`config.mk`:
```
export PLATFORM = sky130hd
export DESIGN_NAME = iprb_bank
export DESIGN_NICKNAME = d
export VERILOG_FILES = /design/src/rtl/iprb_pkg.sv /design/src/rtl/iprb_bank.sv /design/src/rtl/iprb_word_reg.sv
export SDC_FILE = /design/constraint.sdc
export NUM_CORES = 1
export LEC_CHECK = 0
export BUFFER_PORTS_ARGS = -buffer_cell sky130_fd_sc_hd__buf_4
export CAP_MARGIN = 40
export CORE_ASPECT_RATIO = 0.5
export CORE_UTILIZATION = 41
export CTS_CLUSTER_DIAMETER = 80
export DETAILED_ROUTE_END_ITERATION = 7
export GPL_ROUTABILITY_DRIVEN = 0
export PLACE_DENSITY = 0.74
export SYNTH_ARGS = -nofsm -noshare
export SYNTH_HDL_FRONTEND = slang
export SYNTH_SLANG_ARGS = --single-unit
export TNS_END_PERCENT = 10
```
`constraint.sdc`:
```
create_clock -name CORE_CLK -period 2.4 [get_ports CORE_CLK]
set_input_delay 0.36 -clock CORE_CLK [delete_from_list [all_inputs] [get_ports CORE_CLK]]
set_output_delay 0.36 -clock CORE_CLK [all_outputs]
set_load 0.1 [all_outputs]
```
`src/rtl/iprb_pkg.sv`:
```
// Package for the interrupt priority register bank slice
package iprb_pkg;
  localparam int          PRIO_W      = 3;
  localparam int          NUM_REGS    = 5;
  localparam int          IDX_W       = 3;
  localparam logic [11:0] OFF_CCPA    = 12'h000;
  localparam logic [11:0] OFF_DMAPP   = 12'h004;
  localparam logic [11:0] OFF_I2CB    = 12'h008;
  localparam logic [11:0] OFF_EXTIRQ  = 12'h00C;
  localparam logic [11:0] OFF_CLKDMA  = 12'h010;
  localparam logic [2:0]  PRIO_RST    = 3'h4;
  localparam logic [2:0]  PRIO_OFF    = 3'h0;
  localparam int          FLD_HI      = 12;
  localparam int          FLD_MID     = 8;
  localparam int          FLD_LOW     = 4;
  localparam int          FLD_BOT     = 0;
  // Writable bit masks per register, fields of three with gaps
  localparam logic [15:0] MASK_CCPA   = 16'h7777;
  localparam logic [15:0] MASK_DMAPP  = 16'h0770;
  localparam logic [15:0] MASK_I2CB   = 16'h0770;
  localparam logic [15:0] MASK_EXTIRQ = 16'h0770;
  localparam logic [15:0] MASK_CLKDMA = 16'h0770;
  localparam logic [15:0] RST_CCPA    = 16'h4444;
  localparam logic [15:0] RST_PAIR    = 16'h0440;
  localparam logic [2:0]  ST_IDLE     = 3'h0;
endpackage

```
`src/rtl/iprb_bank.sv`:
```
// Priority register bank slice with APB slave and priority outputs
//
// Behaviour
// - Three-bit priority, 7 highest, 000 disables
// - Every field resets to binary 100
// - Unimplemented bits read zero, ignore writes
// - Register one: OC7, OC6, OC5, IC6
// - Register two: DMA4 at 10-8
// - Register two: parallel port at 6-4
// - Register three: I2C master, slave fields
// - Register four: ext irq 4 and 3
// - Register five: clock alarm, DMA5 fields
`timescale 1ns/100ps
module iprb_bank (
  input  wire logic        CORE_CLK,
  input  wire logic        SRST,
  input  wire logic        PSEL,
  input  wire logic        PENABLE,
  input  wire logic        PWRITE,
  input  wire logic [11:0] PADDR,
  input  wire logic [31:0] PWDATA,
  input  wire logic [3:0]  PSTRB,
  output logic      [31:0] PRDATA,
  output logic             PREADY,
  output logic             PSLVERR,
  output logic      [2:0]  OUT_COMPARE7_PRIO,
  output logic      [2:0]  OUT_COMPARE6_PRIO,
  output logic      [2:0]  OUT_COMPARE5_PRIO,
  output logic      [2:0]  IN_CAPTURE6_PRIO,
  output logic      [2:0]  DMA_CH4_PRIO,
  output logic      [2:0]  PARALLEL_PORT_PRIO,
  output logic      [2:0]  I2C_B_MASTER_PRIO,
  output logic      [2:0]  I2C_B_SLAVE_PRIO,
  output logic      [2:0]  EXT_IRQ4_PRIO,
  output logic      [2:0]  EXT_IRQ3_PRIO,
  output logic      [2:0]  CLOCK_ALARM_PRIO,
  output logic      [2:0]  DMA_CH5_PRIO,
  output logic      [11:0] PRIO_ENABLED
);
  typedef struct packed {
    logic [31:0] rdata_r;
    logic        err_r;
  } iprb_st_s;

  localparam int NR = iprb_pkg::NUM_REGS;
  localparam logic [NR*16-1:0] MASKS = {iprb_pkg::MASK_CLKDMA, iprb_pkg::MASK_EXTIRQ,
                                        iprb_pkg::MASK_I2CB, iprb_pkg::MASK_DMAPP,
                                        iprb_pkg::MASK_CCPA};
  localparam logic [NR*16-1:0] RSTS  = {iprb_pkg::RST_PAIR, iprb_pkg::RST_PAIR,
                                        iprb_pkg::RST_PAIR, iprb_pkg::RST_PAIR,
                                        iprb_pkg::RST_CCPA};

  iprb_st_s    st_r;
  iprb_st_s    st_nxt;
  logic [15:0] word   [NR];
  logic [NR-1:0] wr_sel;
  logic [NR-1:0] hit;
  logic        access;

  // Address decode, used for both writes and reads
  function automatic logic [NR-1:0] dec(input logic [11:0] a);
    logic [NR-1:0] d;
    d = '0;
    case (a)
      iprb_pkg::OFF_CCPA:   d[0] = 1'b1;
      iprb_pkg::OFF_DMAPP:  d[1] = 1'b1;
      iprb_pkg::OFF_I2CB:   d[2] = 1'b1;
      iprb_pkg::OFF_EXTIRQ: d[3] = 1'b1;
      iprb_pkg::OFF_CLKDMA: d[4] = 1'b1;
      default:              d = '0;
    endcase
    return d;
  endfunction

  // Slave answers in the first access cycle, no wait states
  assign access = PSEL && PENABLE;
  assign hit    = dec(PADDR);
  assign PREADY = 1'b1;

  // Writes land only with both low byte lanes enabled
  genvar g;
  generate
    for (g = 0; g < NR; g++) begin : g_reg
      assign wr_sel[g] = access && PWRITE && hit[g] && (PSTRB[1:0] == 2'h3);
      iprb_word_reg #(
        .MASK (MASKS[g*16 +: 16]),
        .RSTV (RSTS[g*16 +: 16])
      ) u_reg (
        .CORE_CLK (CORE_CLK),
        .SRST     (SRST),
        .wr_en    (wr_sel[g]),
        .wr_data  (PWDATA[15:0]),
        .q        (word[g])
      );
    end
  endgenerate

  // Read data registered; unmapped access flags an error
  always_comb begin
    st_nxt = st_r;
    st_nxt.err_r = 1'b0;
    if (PSEL && !PENABLE) begin
      st_nxt.rdata_r = '0;
      st_nxt.err_r   = (hit == '0);
      for (int i = 0; i < NR; i++) begin
        if (hit[i] && !PWRITE) begin
          st_nxt.rdata_r = {16'h0000, word[i]};
        end
      end
    end
  end

  // Registered read path; reset clears data and error
  always_ff @(posedge CORE_CLK) begin
    if (SRST) begin
      st_r <= '{rdata_r: 32'h0000_0000, err_r: 1'b0};
    end else begin
      st_r <= st_nxt;
    end
  end

  assign PRDATA  = st_r.rdata_r;
  assign PSLVERR = access && st_r.err_r;

  // Field placement, straight from stored words to arbitration
  assign OUT_COMPARE7_PRIO  = word[0][iprb_pkg::FLD_HI  +: iprb_pkg::PRIO_W];
  assign OUT_COMPARE6_PRIO  = word[0][iprb_pkg::FLD_MID +: iprb_pkg::PRIO_W];
  assign OUT_COMPARE5_PRIO  = word[0][iprb_pkg::FLD_LOW +: iprb_pkg::PRIO_W];
  assign IN_CAPTURE6_PRIO   = word[0][iprb_pkg::FLD_BOT +: iprb_pkg::PRIO_W];
  assign DMA_CH4_PRIO       = word[1][iprb_pkg::FLD_MID +: iprb_pkg::PRIO_W];
  assign PARALLEL_PORT_PRIO = word[1][iprb_pkg::FLD_LOW +: iprb_pkg::PRIO_W];
  assign I2C_B_MASTER_PRIO  = word[2][iprb_pkg::FLD_MID +: iprb_pkg::PRIO_W];
  assign I2C_B_SLAVE_PRIO   = word[2][iprb_pkg::FLD_LOW +: iprb_pkg::PRIO_W];
  assign EXT_IRQ4_PRIO      = word[3][iprb_pkg::FLD_MID +: iprb_pkg::PRIO_W];
  assign EXT_IRQ3_PRIO      = word[3][iprb_pkg::FLD_LOW +: iprb_pkg::PRIO_W];
  assign CLOCK_ALARM_PRIO   = word[4][iprb_pkg::FLD_MID +: iprb_pkg::PRIO_W];
  assign DMA_CH5_PRIO       = word[4][iprb_pkg::FLD_LOW +: iprb_pkg::PRIO_W];

  // Code 000 takes a source out of arbitration entirely
  assign PRIO_ENABLED = {
    |DMA_CH5_PRIO, |CLOCK_ALARM_PRIO, |EXT_IRQ3_PRIO, |EXT_IRQ4_PRIO,
    |I2C_B_SLAVE_PRIO, |I2C_B_MASTER_PRIO, |PARALLEL_PORT_PRIO, |DMA_CH4_PRIO,
    |IN_CAPTURE6_PRIO, |OUT_COMPARE5_PRIO, |OUT_COMPARE6_PRIO, |OUT_COMPARE7_PRIO
  };

  // Enable summary tracks each field's code, in fixed bit order
  AST_DISABLE: assert property (@(posedge CORE_CLK) disable iff (SRST)
    (DMA_CH5_PRIO == iprb_pkg::PRIO_OFF) |-> !PRIO_ENABLED[11])
    else $error("Disabled source still enabled");
  AST_EN_OC7: assert property (@(posedge CORE_CLK) disable iff (SRST)
    PRIO_ENABLED[0] == (OUT_COMPARE7_PRIO != iprb_pkg::PRIO_OFF))
    else $error("Enable bit 0 wrong");
  AST_EN_OC6: assert property (@(posedge CORE_CLK) disable iff (SRST)
    PRIO_ENABLED[1] == (OUT_COMPARE6_PRIO != iprb_pkg::PRIO_OFF))
    else $error("Enable bit 1 wrong");
  AST_EN_OC5: assert property (@(posedge CORE_CLK) disable iff (SRST)
    PRIO_ENABLED[2] == (OUT_COMPARE5_PRIO != iprb_pkg::PRIO_OFF))
    else $error("Enable bit 2 wrong");
  AST_EN_IC6: assert property (@(posedge CORE_CLK) disable iff (SRST)
    PRIO_ENABLED[3] == (IN_CAPTURE6_PRIO != iprb_pkg::PRIO_OFF))
    else $error("Enable bit 3 wrong");
  AST_EN_DMA4: assert property (@(posedge CORE_CLK) disable iff (SRST)
    PRIO_ENABLED[4] == (DMA_CH4_PRIO != iprb_pkg::PRIO_OFF))
    else $error("Enable bit 4 wrong");
  AST_EN_PP: assert property (@(posedge CORE_CLK) disable iff (SRST)
    PRIO_ENABLED[5] == (PARALLEL_PORT_PRIO != iprb_pkg::PRIO_OFF))
    else $error("Enable bit 5 wrong");
  AST_EN_I2CM: assert property (@(posedge CORE_CLK) disable iff (SRST)
    PRIO_ENABLED[6] == (I2C_B_MASTER_PRIO != iprb_pkg::PRIO_OFF))
    else $error("Enable bit 6 wrong");
  AST_EN_I2CS: assert property (@(posedge CORE_CLK) disable iff (SRST)
    PRIO_ENABLED[7] == (I2C_B_SLAVE_PRIO != iprb_pkg::PRIO_OFF))
    else $error("Enable bit 7 wrong");
  AST_EN_EXT4: assert property (@(posedge CORE_CLK) disable iff (SRST)
    PRIO_ENABLED[8] == (EXT_IRQ4_PRIO != iprb_pkg::PRIO_OFF))
    else $error("Enable bit 8 wrong");
  AST_EN_EXT3: assert property (@(posedge CORE_CLK) disable iff (SRST)
    PRIO_ENABLED[9] == (EXT_IRQ3_PRIO != iprb_pkg::PRIO_OFF))
    else $error("Enable bit 9 wrong");
  AST_EN_RTC: assert property (@(posedge CORE_CLK) disable iff (SRST)
    PRIO_ENABLED[10] == (CLOCK_ALARM_PRIO != iprb_pkg::PRIO_OFF))
    else $error("Enable bit 10 wrong");
  AST_EN_DMA5: assert property (@(posedge CORE_CLK) disable iff (SRST)
    PRIO_ENABLED[11] == (DMA_CH5_PRIO != iprb_pkg::PRIO_OFF))
    else $error("Enable bit 11 wrong");

  // Sync reset: the edge after SRST shows every word at its reset value
  AST_RESET: assert property (@(posedge CORE_CLK)
    SRST |=> (word[0] == iprb_pkg::RST_CCPA && EXT_IRQ3_PRIO == iprb_pkg::PRIO_RST))
    else $error("Reset value wrong");
  AST_RST_W1: assert property (@(posedge CORE_CLK)
    SRST |=> (word[1] == iprb_pkg::RST_PAIR))
    else $error("Reset value wrong in word 1");
  AST_RST_W2: assert property (@(posedge CORE_CLK)
    SRST |=> (word[2] == iprb_pkg::RST_PAIR))
    else $error("Reset value wrong in word 2");
  AST_RST_W3: assert property (@(posedge CORE_CLK)
    SRST |=> (word[3] == iprb_pkg::RST_PAIR))
    else $error("Reset value wrong in word 3");
  AST_RST_W4: assert property (@(posedge CORE_CLK)
    SRST |=> (word[4] == iprb_pkg::RST_PAIR))
    else $error("Reset value wrong in word 4");

  // Gap and unused bits never hold a one, whatever was written
  AST_GAPS: assert property (@(posedge CORE_CLK) disable iff (SRST)
    (word[1] & ~iprb_pkg::MASK_DMAPP) == 16'h0000 && word[0][15] == 1'b0)
    else $error("Unimplemented bit set");
  AST_GAP_W0: assert property (@(posedge CORE_CLK) disable iff (SRST)
    (word[0] & ~iprb_pkg::MASK_CCPA) == 16'h0000)
    else $error("Unimplemented bit set in word 0");
  AST_GAP_W2: assert property (@(posedge CORE_CLK) disable iff (SRST)
    (word[2] & ~iprb_pkg::MASK_I2CB) == 16'h0000)
    else $error("Unimplemented bit set in word 2");
  AST_GAP_W3: assert property (@(posedge CORE_CLK) disable iff (SRST)
    (word[3] & ~iprb_pkg::MASK_EXTIRQ) == 16'h0000)
    else $error("Unimplemented bit set in word 3");
  AST_GAP_W4: assert property (@(posedge CORE_CLK) disable iff (SRST)
    (word[4] & ~iprb_pkg::MASK_CLKDMA) == 16'h0000)
    else $error("Unimplemented bit set in word 4");

  // Each written field lands on its own output one edge later
  AST_OC7: assert property (@(posedge CORE_CLK) disable iff (SRST)
    wr_sel[0] |=> OUT_COMPARE7_PRIO == $past(PWDATA[14:12]))
    else $error("OC7 field misplaced");
  AST_OC6: assert property (@(posedge CORE_CLK) disable iff (SRST)
    wr_sel[0] |=> OUT_COMPARE6_PRIO == $past(PWDATA[10:8]))
    else $error("OC6 field misplaced");
  AST_OC5: assert property (@(posedge CORE_CLK) disable iff (SRST)
    wr_sel[0] |=> OUT_COMPARE5_PRIO == $past(PWDATA[6:4]))
    else $error("OC5 field misplaced");
  AST_IC6: assert property (@(posedge CORE_CLK) disable iff (SRST)
    wr_sel[0] |=> IN_CAPTURE6_PRIO == $past(PWDATA[2:0]))
    else $error("IC6 field misplaced");
  AST_DMA4: assert property (@(posedge CORE_CLK) disable iff (SRST)
    wr_sel[1] |=> DMA_CH4_PRIO == $past(PWDATA[10:8]))
    else $error("DMA4 field misplaced");
  AST_PMP: assert property (@(posedge CORE_CLK) disable iff (SRST)
    wr_sel[1] |=> PARALLEL_PORT_PRIO == $past(PWDATA[6:4]) && word[1][3:0] == 4'h0)
    else $error("Parallel port field misplaced");
  AST_I2CM: assert property (@(posedge CORE_CLK) disable iff (SRST)
    wr_sel[2] |=> I2C_B_MASTER_PRIO == $past(PWDATA[10:8]))
    else $error("I2C master field misplaced");
  AST_I2C: assert property (@(posedge CORE_CLK) disable iff (SRST)
    wr_sel[2] |=> I2C_B_SLAVE_PRIO == $past(PWDATA[6:4]))
    else $error("I2C slave field misplaced");
  AST_EXT: assert property (@(posedge CORE_CLK) disable iff (SRST)
    wr_sel[3] |=> EXT_IRQ4_PRIO == $past(PWDATA[10:8]))
    else $error("Ext irq4 field misplaced");
  AST_EXT3: assert property (@(posedge CORE_CLK) disable iff (SRST)
    wr_sel[3] |=> EXT_IRQ3_PRIO == $past(PWDATA[6:4]))
    else $error("Ext irq3 field misplaced");
  AST_RTC: assert property (@(posedge CORE_CLK) disable iff (SRST)
    wr_sel[4] |=> CLOCK_ALARM_PRIO == $past(PWDATA[10:8]))
    else $error("Clock alarm field misplaced");
  AST_DMA5: assert property (@(posedge CORE_CLK) disable iff (SRST)
    wr_sel[4] |=> DMA_CH5_PRIO == $past(PWDATA[6:4]))
    else $error("DMA5 field misplaced");

  // No write, no change; a reset edge is left out since it reloads
  AST_HOLD: assert property (@(posedge CORE_CLK) disable iff (SRST)
    (!SRST && wr_sel == '0) |=> $stable(word[2]))
    else $error("Field changed without write");
  AST_HOLD_W0: assert property (@(posedge CORE_CLK) disable iff (SRST)
    (!SRST && !wr_sel[0]) |=> $stable(word[0]))
    else $error("Word 0 changed without write");
  AST_HOLD_W1: assert property (@(posedge CORE_CLK) disable iff (SRST)
    (!SRST && !wr_sel[1]) |=> $stable(word[1]))
    else $error("Word 1 changed without write");
  AST_HOLD_W3: assert property (@(posedge CORE_CLK) disable iff (SRST)
    (!SRST && !wr_sel[3]) |=> $stable(word[3]))
    else $error("Word 3 changed without write");
  AST_HOLD_W4: assert property (@(posedge CORE_CLK) disable iff (SRST)
    (!SRST && !wr_sel[4]) |=> $stable(word[4]))
    else $error("Word 4 changed without write");

  // Read data captured at setup stands in the access cycle
  AST_RDBK: assert property (@(posedge CORE_CLK) disable iff (SRST)
    (PSEL && !PENABLE && !PWRITE && hit[3]) |=> PRDATA == {16'h0000, word[3]})
    else $error("Readback mismatch");
  AST_RDBK_W0: assert property (@(posedge CORE_CLK) disable iff (SRST)
    (PSEL && !PENABLE && !PWRITE && hit[0]) |=> PRDATA == {16'h0000, word[0]})
    else $error("Readback mismatch in word 0");
  AST_RDBK_W1: assert property (@(posedge CORE_CLK) disable iff (SRST)
    (PSEL && !PENABLE && !PWRITE && hit[1]) |=> PRDATA == {16'h0000, word[1]})
    else $error("Readback mismatch in word 1");
  AST_RDBK_W2: assert property (@(posedge CORE_CLK) disable iff (SRST)
    (PSEL && !PENABLE && !PWRITE && hit[2]) |=> PRDATA == {16'h0000, word[2]})
    else $error("Readback mismatch in word 2");
  AST_RDBK_W4: assert property (@(posedge CORE_CLK) disable iff (SRST)
    (PSEL && !PENABLE && !PWRITE && hit[4]) |=> PRDATA == {16'h0000, word[4]})
    else $error("Readback mismatch in word 4");

  // Refused accesses: unmapped flags an error, neither kind stores
  AST_ERR: assert property (@(posedge CORE_CLK) disable iff (SRST)
    (PSEL && !PENABLE && hit == '0) |=> (PSLVERR == (PSEL && PENABLE) && PRDATA == '0))
    else $error("Unmapped access not flagged");
  AST_NOERR: assert property (@(posedge CORE_CLK) disable iff (SRST)
    (PSEL && !PENABLE && hit != '0) |=> !PSLVERR)
    else $error("Mapped access flagged");
  AST_STRB: assert property (@(posedge CORE_CLK) disable iff (SRST)
    (!SRST && PSEL && PENABLE && PWRITE && PSTRB[1:0] != 2'h3) |=>
      ($stable(word[0]) && $stable(word[1]) && $stable(word[2]) &&
       $stable(word[3]) && $stable(word[4])))
    else $error("Partial strobe write stored");
  AST_UNMAP: assert property (@(posedge CORE_CLK) disable iff (SRST)
    (!SRST && PSEL && PENABLE && PWRITE && hit == '0) |=>
      ($stable(word[0]) && $stable(word[1]) && $stable(word[2]) &&
       $stable(word[3]) && $stable(word[4])))
    else $error("Unmapped write stored");
endmodule

```
`src/rtl/iprb_word_reg.sv`:
```
// One masked priority register word with reset value
`timescale 1ns/100ps
module iprb_word_reg #(
  parameter logic [15:0] MASK = 16'hFFFF,
  parameter logic [15:0] RSTV = 16'h0000
) (
  input  wire logic        CORE_CLK,
  input  wire logic        SRST,
  input  wire logic        wr_en,
  input  wire logic [15:0] wr_data,
  output logic      [15:0] q
);
  typedef struct packed {
    logic [15:0] word_r;
  } iprb_wst_s;

  iprb_wst_s st_r;
  iprb_wst_s st_nxt;

  // Unimplemented bits never store, so they read as zero
  always_comb begin
    st_nxt = st_r;
    if (wr_en) begin
      st_nxt.word_r = wr_data & MASK;
    end
  end

  // Reset loads priority 4 in every field
  always_ff @(posedge CORE_CLK) begin
    if (SRST) begin
      st_r <= '{word_r: RSTV};
    end else begin
      st_r <= st_nxt;
    end
  end

  assign q = st_r.word_r;
endmodule

```
# [Yosys cells after proc, flatten, opt, wreduce, memory -nomap -nowiden]
# Cells that the tools add are included.
[totals] ff_bits=69 word_cells=59
[classes] eq_ne=5 n_mux=10 bitwise_logic=1 n_reduce_logical=36
[ops] op="32-bit two-way mux" n=4
[ops] op="3-bit OR reduction" n=12
[ops] op="12-bit by 4-bit == test with 1-bit output (second input constant)" n=2
[ops] op="1-bit logical AND" n=19
[ops] op="15-bit two-way mux" n=1
[ops] op="12-bit by 3-bit == test with 1-bit output (second input constant)" n=1
[ops] op="12-bit by 5-bit == test with 1-bit output (second input constant)" n=1
[ops] op="12-bit logical NOT" n=1
[ops] op="5-bit logical NOT" n=1
[ops] op="1-bit two-way mux" n=5
[ops] op="2-bit == test (second input constant)" n=1
[ops] op="1-bit logical NOT" n=2
[ops] op="2-bit OR reduction" n=1
[ops] op="1-bit inverter" n=1

# [Logic depth before layout (Yosys ltp)]
[depth] word_depth=8 mapped_depth=7

# [By module]
# A second synthesis with hierarchy kept.
[hier_totals] cells_unflattened=406 area_unflattened_um2=3520.9
[modules_own_cells] module="iprb_bank" instances=1 cells_each=242 area_each_um2=1859.3 seq_area_each_um2=340.3
[modules_own_cells] module="iprb_word_reg at g_reg[1].u_reg ..." instances=4 cells_each=30 area_each_um2=295.3 seq_area_each_um2=120.1
[modules_own_cells] module="iprb_word_reg at g_reg[0].u_reg" instances=1 cells_each=44 area_each_um2=480.5 seq_area_each_um2=240.2

# [Worst setup path after synthesis]
# OpenSTA, ideal clock, no wires.
[synth_path] path_type="register -> output" from="register g_reg[2].u_reg.st_r, in the netlist g_reg[2].u_reg.q[8]" to="output PRIO_ENABLED[6]" arrival_ns=1.785 required_ns=2.040 setup_slack_ns=0.255 path_stages_with_launch=2 cell_sequence="dfxtp_1 or3_1"
[synth_between] elab_chain_cells=1
[synth_lines] item="start, declared" line="iprb_word_reg.sv:17" rtl="iprb_wst_s st_r;"
[synth_lines] item="start signal, assigned" line="iprb_word_reg.sv:31" rtl="st_r <= '{word_r: RSTV};"
[synth_lines] item="start signal, assigned" line="iprb_word_reg.sv:33" rtl="st_r <= st_nxt;"
[synth_lines] item="3-bit OR reduction" line="iprb_bank.sv:142" rtl="|I2C_B_SLAVE_PRIO, |I2C_B_MASTER_PRIO, |PARALLEL_PORT_PRIO, |DMA_CH4_PRIO,"
[synth_lines] item="end, declared" line="iprb_bank.sv:38" rtl="output logic [11:0] PRIO_ENABLED"
# Every way passes these cells.

# [Final worst setup path]
[layout_path] from="input PADDR[1]" to="register g_reg[1].u_reg.st_r, in the netlist g_reg[1].u_reg.q[10]"
[layout_between] elab_chain_cells=4
[layout_lines] item="start, declared" line="iprb_bank.sv:20" rtl="input wire logic [11:0] PADDR,"
[layout_lines] item="12-bit by 3-bit == test with 1-bit output" line="iprb_bank.sv:64" rtl="case (a)"
[layout_lines] item="1-bit two-way mux" line="iprb_bank.sv:64"
[layout_lines] item="1-bit logical AND (2 in a row)" line="iprb_bank.sv:84" rtl="assign wr_sel[g] = access && PWRITE && hit[g] && (PSTRB[1:0] == 2'h3);"
[layout_lines] item="end signal, assigned" line="iprb_word_reg.sv:31"
[layout_lines] item="end signal, assigned" line="iprb_word_reg.sv:33"
[layout_lines] item="end, declared" line="iprb_word_reg.sv:17"
# Every way passes these cells.
# A chain may end at the register's enable or synchronous reset.

==> run summary <==
Final Setup Violations - 0
Async SR Flop Fraction - 0%
fill count - 568
status - complete, no violations
RSZ-0062 raised after global routing - no
type of the worst setup path - input port to flip-flop
CP dominant cell by count - buf_4
CP Capture Type - flip-flop
Slowest-stage cell, CP - or4_4
post-CTS setup buffers - 0
post-synth top area cell - dfxtp_1
Synth area leaders - dfxtp_1, buf_4, o21ai_0, a21oi_1, nand3_1
vias in the first global route - 2,370
Critical Path Fanout Max - 18
CP startpoint kind - input port
Skew-Pair Late Insertion Delay - 290 ps
Final nets - 434
WP data required - 2520 ps
max_slew headroom - 40.1%
Post-Syn Area - 2610 sq um
Die Wd - 115 microns
Setup TNS Final - 0 ps
DRC - 0
Cells after Synth - 313
pwr/cell area - 586 nW/um^2
pre-CTS setup slack - 146 ps
commonest cells in the netlist - dfxtp_1, buf_4, o21ai_0
P&R area growth vs syn - 28.4%
Initial Util - 42.8%
Core Area - 6110 sq um
Hold Crit Class - input port to flip-flop
DR WL/cell - 16.6 microns
initial antenna violation count - 0
PostCTS Resize Cnt - 0
DR vias - 2,733
CTS root buf - clkbuf_16
Final period util - 82.9%
grt total ovfl - 0
Ports - 135
Post-Route Skew - 4.05 ps
Yosys cell types - 39
minimum clock period after layout - 1990 ps
most frequent cell after synthesis - dfxtp_1
Yosys top cell area share - 37.5%
height of the die - 58.4 microns
total of max-cap violations - 0
Hold Fails Final Rpt - 0
Antenna diodes - 0
Synth Flop Type - dfxtp_1
layout cells sized above 1 - 29.8%
Fmax achieved - 503 MHz
Slew @ Worst Pin - 897 ps
register area share after synthesis - 37.5%
CP peak stage delay - 600 ps
Hold Buf Count CTS - 0
Clock Tree Buf Depth - 2
Die Area - 6710 sq um
DR iter-0 viols - 308
static leakage - 1.29 nW
DR vias/cell - 5.81
YS warnings - 0
Detail Placement HPWL - 5.59 mm
first-pass GRT wire length - 12.1 mm
largest net degree at the start of global routing - 31
Yosys reg bits - 49
Rows - 20
1st-pass router iterations - 5
arrival time worst endpoint - 2110 ps
Antenna Nets Post-Route - 0
# port buffers - 91
CTS buffer count - 5
fin. max-slew vios - 0
CP cell instances - buf_4 > or4_4 > or4_1 > buf_4 > nor3_1 > o21ai_0
Clock H-tree levels - 2
clock slew at reported path FFs - 60 ps
Post-Route WL - 7.81 mm
Max VDD drop - 346 uV
CTS tree - done
Mean Syn Cell Area - 8.35 sq um
# clock sinks - 49
final worst slack - 411 ps
number of enable flip-flop cells after synthesis - 0
All-Layer GR Usage - 23.5%
cells in the final DEF, fill, tap and decap left out, types with 2 or more instances in the layout:
cell	instances
buf_4	101
dfxtp_1	49
o21ai_0	32
a21oi_1	30
nand3_1	27
conb_1	21
nand4_1	18
or3_1	14
o21ai_1	11
nor3_1	8
a31oi_1	6
a22o_1	6
mux2i_1	6
o2bb2ai_1	6
o2111ai_1	5
o211ai_1	5
clkbuf_16	5
and2_1	3
nor2b_1	3
and4_1	2
or4_4	2
or4_1	2
nand2_1	2
nor2_1	2
nor4_1	2
sequential cells by signal, summed over array words and instances (netlist names):
signal,cells
g.u_reg.q,36
PRDATA,12
st_r,1
critical path, delay by kind of cell:
| family | cells | cell delay (ps) |
|---|---|---|
| simple gates | 3 | 1290 |
| compound gates | 1 | 120 |
| buf+inv | 2 | 340 |
worst paths after layout:
path / start / to / slack [ps] / depth (start not counted)
worst max register to register: g_reg[0].u_reg.q[6] / PRDATA[6] / 1400 / 4
worst min-delay path: PWDATA[2] / g_reg[0].u_reg.q[2] / 310 / 3
worst min register to register: PRDATA[12] / PRDATA[12] / 480 / 1
worst max-delay path: PADDR[1] / g_reg[1].u_reg.q[10] / 410 / 6
cells by family (layout without fill, tap and decap cells):
| logic type | after synthesis | after routing | synth area share (%) |
|---|---|---|---|
| buf+inv | 60 | 110 | 14.4 |
| compound gates | 105 | 105 | 23.9 |
| mux | 6 | 6 | 2.30 |
| simple gates | 91 | 91 | 21.6 |
| other cells | 2 | 21 | 0.287 |
| flops | 49 | 49 | 37.5 |
where the power goes:
| part | switching (mW) | internal (mW) |
|---|---|---|
| Clock | 0.297 | 0.520 |
| Combinational | 0.266 | 0.0580 |
| Sequential | 0.00441 | 0.819 |
cell type report:
class,instances,area (sq um),share of cell area [%]
Clock buffer,6,139,4.14
Clock inverter,2,37.5,1.12
Inverter,1,3.75,0.112
Multi-Input combinational cell,223,1330,39.5
Sequential cell,49,981,29.2
Tap cell,88,110,3.28
Timing Repair Buffer,101,758,22.6
per-layer routing:
layer	wire length (microns)	up-vias	track usage, %
li1	-	1266	-
met1	3350	1289	32.0
met2	3600	162	39.4
met3	735	16	3.71
met4	125	0	5.75
met5	0	-	0
stage by stage:
step,std cells,power (mW),hold WS [ps],area (sq um),utilization [%]
after floorplan,332,1.12,451,2680,-
after global placement,462,1.16,465,3180,52.1
after detailed placement,462,1.16,470,3180,52.1
after CTS,470,1.97,306,3360,55.0
after global routing,470,2.02,317,3360,55.0
final,470,1.96,306,3360,55.0
Power figures use the tool's default switching activity.
